===== config.mk =====
export PLATFORM = sky130hd
export DESIGN_NAME = scsp_status_protect
export DESIGN_NICKNAME = d
export VERILOG_FILES = /design/src/include/scsp_pkg.sv /design/src/core/scsp_status_protect.sv
export SDC_FILE = /design/constraint.sdc
export NUM_CORES = 1
export LEC_CHECK = 0
export BUFFER_PORTS_ARGS = -buffer_cell sky130_fd_sc_hd__buf_2
export CORE_UTILIZATION = 47
export DETAILED_ROUTE_END_ITERATION = 12
export GPL_ROUTABILITY_DRIVEN = 0
export GPL_TIMING_DRIVEN = 0
export PLACE_DENSITY = 0.73
export SYNTH_ARGS = -nofsm -noshare
export SYNTH_HDL_FRONTEND = slang
export SYNTH_SLANG_ARGS = --single-unit

===== constraint.sdc =====
create_clock -name clk -period 2.2 [get_ports clk]
set_input_delay 0.33 -clock clk [delete_from_list [all_inputs] [get_ports clk]]
set_output_delay 0.33 -clock clk [all_outputs]
set_load 0.02 [all_outputs]

===== src/include/scsp_pkg.sv =====
// constants and types for the two-channel supply status and protection block
// assumes one 125 MHz clock and a command decoder outside that issues one-cycle strobes
// Behaviour
// - each of the two channels has its own status register with limit and thermal events.
// - status bit 0 of a channel is high while that channel sits at its current limit.
// - bit 0 falls by itself as soon as the over-current ends, it is never latched.
// - bit 1 catches any over-current and holds until the status clear command.
// - bit 4 catches a thermal event on the channel and holds until the status clear command.
// - a thermal event turns off every LED and every output relay of both channels.
// - after a thermal shutdown the module stays off until software issues the clear.
// - the clear command wipes all latched bits and re-enables the channels after a shutdown.
// - a status query returns the register byte, e.g. 0x03, 0x02 or 0x10.
// - a load-current query returns the selected channel's measured current in mA.
// - a voltage query returns the selected channel's sense-line voltage.
// - a channel at its current limit lights its LED red besides setting the flags.
// - a channel with signal generation disabled ignores triggers in measurement mode.
package scsp_pkg;
    localparam int NUM_CHANNELS      = 2;
    localparam int STATUS_WIDTH      = 8;
    localparam int BIT_LIVE_OC       = 0;
    localparam int BIT_LATCHED_OC    = 1;
    localparam int BIT_LATCHED_THERM = 4;
    localparam logic [7:0] STATUS_RESET = 8'h00;
    localparam int CUR_WIDTH         = 16;
    localparam int VOLT_WIDTH        = 24;

    typedef enum logic [1:0] {
        QRY_STATUS,
        QRY_CURRENT,
        QRY_VOLTAGE,
        QRY_SIG_GEN
    } scsp_query_t;
endpackage : scsp_pkg


===== src/core/scsp_status_protect.sv =====
// status, protection and readback for a two-channel supply module
// assumes pin-level limit/thermal flags and measurement words arrive unsynchronised
`timescale 1ns/1ps
module scsp_word_sync #(
    parameter int W = 16
) (
    input  wire logic         clk,
    input  wire logic         resetn,
    input  wire logic [W-1:0] wordIn,
    output logic      [W-1:0] wordOut
);
    if (W < 1) begin : g_bad_width
        $error("word width must be at least 1");
    end

    // two flops, then a third to compare; only a word read alike twice is taken,
    // so a word caught mid-change never reaches a reply
    logic [W-1:0] stA_reg, stA_next;
    logic [W-1:0] stB_reg, stB_next;
    logic [W-1:0] stC_reg, stC_next;
    logic [W-1:0] hold_reg, hold_next;

    always_comb begin
        stA_next  = wordIn;
        stB_next  = stA_reg;
        stC_next  = stB_reg;
        hold_next = hold_reg;
        if (stB_reg == stC_reg) begin
            hold_next = stC_reg;
        end
    end

    always_ff @(posedge clk or negedge resetn) begin
        if (!resetn) begin
            stA_reg  <= '0;
            stB_reg  <= '0;
            stC_reg  <= '0;
            hold_reg <= '0;
        end else begin
            stA_reg  <= stA_next;
            stB_reg  <= stB_next;
            stC_reg  <= stC_next;
            hold_reg <= hold_next;
        end
    end

    assign wordOut = hold_reg;
endmodule : scsp_word_sync

module scsp_chan_status (
    input  wire logic                         clk,
    input  wire logic                         resetn,
    input  wire logic                         atLimit,
    input  wire logic                         thermal,
    input  wire logic                         clear,
    output logic                              latchedThermal,
    output logic [scsp_pkg::STATUS_WIDTH-1:0] statusByte
);
    logic latOc_reg, latOc_next;
    logic latTh_reg, latTh_next;

    // set beats clear so an event in the clear cycle is kept
    always_comb begin
        latOc_next = latOc_reg;
        latTh_next = latTh_reg;
        if (clear) begin
            latOc_next = 1'b0;
            latTh_next = 1'b0;
        end
        latOc_next = latOc_next | atLimit;
        latTh_next = latTh_next | thermal;
    end

    always_ff @(posedge clk or negedge resetn) begin
        if (!resetn) begin
            latOc_reg <= 1'b0;
            latTh_reg <= 1'b0;
        end else begin
            latOc_reg <= latOc_next;
            latTh_reg <= latTh_next;
        end
    end

    // unused bits stay at their reset value, whatever the clear does
    always_comb begin
        statusByte = scsp_pkg::STATUS_RESET;
        statusByte[scsp_pkg::BIT_LIVE_OC]       = atLimit;
        statusByte[scsp_pkg::BIT_LATCHED_OC]    = latOc_reg;
        statusByte[scsp_pkg::BIT_LATCHED_THERM] = latTh_reg;
    end

    assign latchedThermal = latTh_reg;
endmodule : scsp_chan_status

module scsp_status_protect #(
    parameter int CUR_W  = scsp_pkg::CUR_WIDTH,
    parameter int VOLT_W = scsp_pkg::VOLT_WIDTH
) (
    input  wire logic                clk,
    input  wire logic                resetn,
    input  wire logic [1:0]          atLimitPin,
    input  wire logic [1:0]          thermalPin,
    input  wire logic [CUR_W-1:0]    loadCurrent0,
    input  wire logic [CUR_W-1:0]    loadCurrent1,
    input  wire logic [VOLT_W-1:0]   senseVoltage0,
    input  wire logic [VOLT_W-1:0]   senseVoltage1,
    input  wire logic                channelSelect,
    input  wire logic                latchedStatusClearCmd,
    input  wire logic                signalGenEnableCmd,
    input  wire logic                signalGenEnableValue,
    input  wire logic                measurementMode,
    input  wire logic [1:0]          triggerIn,
    input  wire logic                queryValid,
    input  wire scsp_pkg::scsp_query_t queryKind,
    output logic                     answerValid,
    output logic [31:0]              answerData,
    output logic [1:0]               ledRed,
    output logic [1:0]               ledOn,
    output logic [1:0]               relayOn,
    output logic [1:0]               triggerOut,
    output logic                     moduleDisabled
);
    localparam int NCH = scsp_pkg::NUM_CHANNELS;

    // replies are 32 bits wide, so a wider measurement cannot be served
    if (CUR_W < 1 || CUR_W > 32 || VOLT_W < 1 || VOLT_W > 32) begin : g_bad_width
        $error("measurement width must be 1..32");
    end
    if (NCH != 2) begin : g_bad_count
        $error("pin groups are built for two channels");
    end

    // two-flop synchronisers for the pin flags; no filter, to keep the short lag
    logic [1:0] limA_reg, limA_next, limB_reg, limB_next;
    logic [1:0] thA_reg, thA_next, thB_reg, thB_next;

    always_comb begin
        limA_next = atLimitPin;
        limB_next = limA_reg;
        thA_next  = thermalPin;
        thB_next  = thA_reg;
    end

    always_ff @(posedge clk or negedge resetn) begin
        if (!resetn) begin
            limA_reg <= '0;
            limB_reg <= '0;
            thA_reg  <= '0;
            thB_reg  <= '0;
        end else begin
            limA_reg <= limA_next;
            limB_reg <= limB_next;
            thA_reg  <= thA_next;
            thB_reg  <= thB_next;
        end
    end

    // measurement words, each taken only once it reads alike twice
    logic [CUR_W-1:0]  cur0, cur1;
    logic [VOLT_W-1:0] volt0, volt1;

    scsp_word_sync #(
        .W(CUR_W)
    ) cur0_u (
        .clk     (clk),
        .resetn  (resetn),
        .wordIn  (loadCurrent0),
        .wordOut (cur0)
    );

    scsp_word_sync #(
        .W(CUR_W)
    ) cur1_u (
        .clk     (clk),
        .resetn  (resetn),
        .wordIn  (loadCurrent1),
        .wordOut (cur1)
    );

    scsp_word_sync #(
        .W(VOLT_W)
    ) volt0_u (
        .clk     (clk),
        .resetn  (resetn),
        .wordIn  (senseVoltage0),
        .wordOut (volt0)
    );

    scsp_word_sync #(
        .W(VOLT_W)
    ) volt1_u (
        .clk     (clk),
        .resetn  (resetn),
        .wordIn  (senseVoltage1),
        .wordOut (volt1)
    );

    // status state: one latch pair per channel, live bit from the synchronised level
    logic [1:0]                        latTh;
    logic [scsp_pkg::STATUS_WIDTH-1:0] status [NCH];

    for (genvar g = 0; g < NCH; g++) begin : g_chan
        scsp_chan_status chan_u (
            .clk            (clk),
            .resetn         (resetn),
            .atLimit        (limB_reg[g]),
            .thermal        (thB_reg[g]),
            .clear          (latchedStatusClearCmd),
            .latchedThermal (latTh[g]),
            .statusByte     (status[g])
        );
    end

    logic [1:0] sigGen_reg, sigGen_next;

    always_comb begin
        sigGen_next = sigGen_reg;
        if (signalGenEnableCmd) begin
            sigGen_next[channelSelect] = signalGenEnableValue;
        end
    end

    always_ff @(posedge clk or negedge resetn) begin
        if (!resetn) begin
            sigGen_reg <= '0;
        end else begin
            sigGen_reg <= sigGen_next;
        end
    end

    // shutdown holds while any thermal latch stands, covering both channels
    logic shutdown;
    assign shutdown = |latTh;

    // output drive state
    logic [1:0] ledRed_reg, ledRed_next, ledOn_reg, ledOn_next;
    logic [1:0] relay_reg, relay_next, trig_reg, trig_next;
    logic       dis_reg, dis_next;

    always_comb begin
        dis_next    = shutdown | (|thB_reg);
        ledOn_next  = dis_next ? 2'h0 : 2'h3;
        relay_next  = dis_next ? 2'h0 : 2'h3;
        ledRed_next = dis_next ? 2'h0 : limB_reg;
        trig_next   = '0;
        if (!dis_next) begin
            trig_next = measurementMode ? (triggerIn & sigGen_reg) : triggerIn;
        end
    end

    always_ff @(posedge clk or negedge resetn) begin
        if (!resetn) begin
            ledRed_reg <= '0;
            ledOn_reg  <= '0;
            relay_reg  <= '0;
            trig_reg   <= '0;
            dis_reg    <= 1'b0;
        end else begin
            ledRed_reg <= ledRed_next;
            ledOn_reg  <= ledOn_next;
            relay_reg  <= relay_next;
            trig_reg   <= trig_next;
            dis_reg    <= dis_next;
        end
    end

    assign ledRed         = ledRed_reg;
    assign ledOn          = ledOn_reg;
    assign relayOn        = relay_reg;
    assign triggerOut     = trig_reg;
    assign moduleDisabled = dis_reg;

    // query answers, registered one cycle after the request
    logic        ansV_reg, ansV_next;
    logic [31:0] ansD_reg, ansD_next;

    always_comb begin
        ansV_next = queryValid;
        ansD_next = ansD_reg;
        if (queryValid) begin
            ansD_next = '0;
            case (queryKind)
                scsp_pkg::QRY_STATUS: begin
                    ansD_next[7:0] = status[channelSelect];
                end
                scsp_pkg::QRY_CURRENT: begin
                    ansD_next[CUR_W-1:0] = channelSelect ? cur1 : cur0;
                end
                scsp_pkg::QRY_VOLTAGE: begin
                    ansD_next[VOLT_W-1:0] = channelSelect ? volt1 : volt0;
                end
                default: begin
                    ansD_next[0] = sigGen_reg[channelSelect];
                end
            endcase
        end
    end

    always_ff @(posedge clk or negedge resetn) begin
        if (!resetn) begin
            ansV_reg <= 1'b0;
            ansD_reg <= '0;
        end else begin
            ansV_reg <= ansV_next;
            ansD_reg <= ansD_next;
        end
    end

    assign answerValid = ansV_reg;
    assign answerData  = ansD_reg;
endmodule : scsp_status_protect


==> flow_summary.ini <==
[sta]
clock_skew_ns = 0.01118
max_freq_mhz = 475.0
setup_viol = 0
finalHoldViolations = 0
tns_ns = 0
fin_ws_ns = 0.09469
worst_slew_pin_slew_ns = 0.5895
finalCritPeriodShare_pct = 95.70
slew_headroom_pct = 60.70
slew_viol_final = 0
finalCriticalPeriod_ns = 2.105
hold_ws_ns = 0.06938
rsz0062_at_grt = false

[setup_path]
setup.worst_path.start_class = flop
arrival_ns = 2.49
path_class = flop to flop
r2r_start = cur1_u.stC_reg[12]$_DFF_PN0_
endpoint_kind = flop
r2r_setup_slack_ns = 0.09
ff2ff_path_depth = 5
cp_max_fo = 10
r2r-end = cur1_u.wordOut[14]$_DFFE_PN0N_
required_ns = 2.58

[cts]
cts.sinks = 365
clk_path_buf_depth = 3
clk_latency_ns = 0.51
cts_tree = done
cts-resized-gates = 0
cts_inserted_buffers = 37
cts_root_buf = clkbuf_16
clkTransAtPathRegs_ns = 0.06
cts_setup_buffers = 0
htreeDepth = 2

[logic_synthesis]
synth_top_area_share_pct = 73.75
yosysMostFrequentCell = dfrtp_1
synth_area_leader_cell = dfrtp_1
yosys.area_share.xor_xnor_pct = 5.658
avgSynthCellArea_um2 = 17.15
synthSimpleGateAreaFrac_pct = 2.223
ys_top_cells_by_area = dfrtp_1 74%, mux2_4 7.3%, mux2_2 4.5%, xor2_1 3.4%, xnor2_1 2.3%
synthAdderAreaFrac_pct = 0.5052
synth_edf_count = 0
async_flop_share_pct = 100.0
synth.ff_latch_count = 365
ys_seq_area_share_pct = 73.75
synth_top_family_by_area = multiplexers
synthCells = 722
yosysWarningCount = 0
muxShareOfSynthArea_pct = 12.47
synth_cell_type_count = 32
synthFlopType = dfrtp_1
synth_compound_area_share_pct = 2.910
syn_area_um2 = 12380
yosys-top-cells-count = 365 x dfrtp_1, 60 x mux2_4, 50 x mux2_2

[placed_design]
placed_cell_area_um2 = 13560
io_buffers = 128
pre_cts_ws_ns = 0.08584
hpwl_um = 15470

[global_route]
antenna_found_initial = 0
grt_start_max_net_pins = 115
grt.overflow.total = 0
grt_usage_pct = 18.09
first_global_vias = 6795
grt_pass1_wl_um = 36800

[outcome]
status = finished, final reports clean

[worst_hold_path]
hold-path-cell-count = 3
holdCritStartpoint = triggerIn[1]
min_to = triggerOut[1]$_DFF_PN0_
hold_class = input port to flop

[die]
initial_core_util_pct = 47.66
die_w_um = 164.3
num_rows = 59
die_area_um2 = 27000
die_h_um = 164.3
core-area_um2 = 25980
pin_count = 138

[route]
post_drt_via_cell_ratio = 4.706
drc = 0
dr.pass1.iters = 4
wirelength_um = 23240
ant_nets = 0
drt_iter0_markers = 346
dr_total_vias = 6330
wl_per_cell_um = 17.28

[finish]
num_antenna_cells = 0
multiInputGateArea_um2 = 2973
synthToLayoutAreaGrowth_pct = 25.82
fin_nets = 1086
final_core_util_pct = 59.97
fillCellCount = 1957
seqCellArea_um2 = 9134
drive_gt1_share_pct = 31.98
fin_area_um2 = 15580

[power_and_ir_drop]
p_leak_nw = 7.541
peakVddDrop_mv = 0.8119
p_per_area_nw_per_um2 = 876.0

[job]
maxCapViolations = 0
metal layers:
metal | global-route usage [%] | up-vias | part of all wire [%]
met3 | 3.081 | 39 | 5.1
li1 | - | 2959 | -
met4 | 5.556 | 0 | 2.4
met5 | 0 | - | 0
met1 | 25.58 | 3165 | 45
met2 | 28.75 | 167 | 48
stage by stage:
| step | power, mW | instances |
|---|---|---|
| floorplan | 7.430 | 729 |
| global placement | 7.739 | 1192 |
| detailed placement | 7.776 | 1195 |
| CTS | 13.80 | 1345 |
| global route | 14.19 | 1345 |
| finish | 13.65 | 1345 |
where the power goes:
part | internal, mW | total [mW] | leakage, nW | switching [mW]
Sequential | 6.97 | 7.13 | 4.50 | 0.159
Clock | 3.47 | 5.89 | 0.576 | 2.41
Combinational | 0.316 | 0.639 | 2.47 | 0.324
placed cells by master, fill, tap and decap left out, types with 2 or more instances in the layout:
master	n
buf_4	11
buf_6	6
xnor2_1	32
clkbuf_16	39
a31oi_1	2
xor2_1	48
nand2_1	7
nand3_2	2
dlygate4sd3_1	86
mux2_2	50
nor2_1	2
ha_1	5
nand4_2	2
buf_2	130
nand4_1	8
inv_1	29
conb_1	8
a21o_1	4
nand3_1	3
o22ai_1	21
mux2i_1	8
o21ai_0	4
nor4_2	2
a22oi_1	17
clkbuf_8	7
a21oi_1	2
and2_1	2
dfrtp_1	365
buf_16	3
mux2_4	60
clkbuf_1	16
clkinv_2	8
nor4_1	13
a222oi_1	2
cell families after synthesis:
group                    Yosys count
AO/OA/AOI/OAI                     53
XOR/XNOR                          80
adder cells (fa/ha/maj)            5
buffers and inverters             57
flip-flops                       365
multiplexers                     118
other                              1
AND/OR/NAND/NOR                   43
worst max-delay path, stage by stage, from the launching register on:
cell,delay [ns]
dfrtp_1,0.41
xor2_1,0.18
nor4_1,0.49
nand4_2,0.33
buf_6,0.27
mux2_4,0.31
final cells by class:
type | instances | share of cell area, %
flip-flops and latches | 365 | 58.62
well taps | 335 | 2.690
repair buffers | 217 | 10.23
clock buffers | 54 | 7.074
clock inverters | 10 | 0.3613
multi-input cells | 307 | 19.08
plain buffers | 28 | 1.253
inverters | 29 | 0.6986
worst max-delay path by stage:
| stage | cells after the start | slack [ns] | to | startpoint |
|---|---|---|---|---|
| floorplan | 5 | 0.49 | cur0_u.wordOut[10]$_DFFE_PN0N_ | cur0_u.stC_reg[2]$_DFF_PN0_ |
| global placement | 1 | -5.89 | cur0_u.stA_reg[11]$_DFF_PN0_ | resetn |
| detailed placement | 5 | 0.09 | cur1_u.wordOut[14]$_DFFE_PN0N_ | cur1_u.stC_reg[12]$_DFF_PN0_ |
| CTS | 6 | 0.1 | volt1_u.wordOut[21]$_DFFE_PN0N_ | volt1_u.stC_reg[17]$_DFF_PN0_ |
| global route | 6 | 0.05 | volt1_u.wordOut[7]$_DFFE_PN0N_ | volt1_u.stC_reg[17]$_DFF_PN0_ |
| finish | 5 | 0.09 | cur1_u.wordOut[14]$_DFFE_PN0N_ | cur1_u.stC_reg[12]$_DFF_PN0_ |
repair_timing:
action	CTS	global route
endpoints found under the hold margin	131	0
setup endpoints to repair	0	0
hold buffers	86	0
No activity file was read; power rests on OpenSTA's default activity.
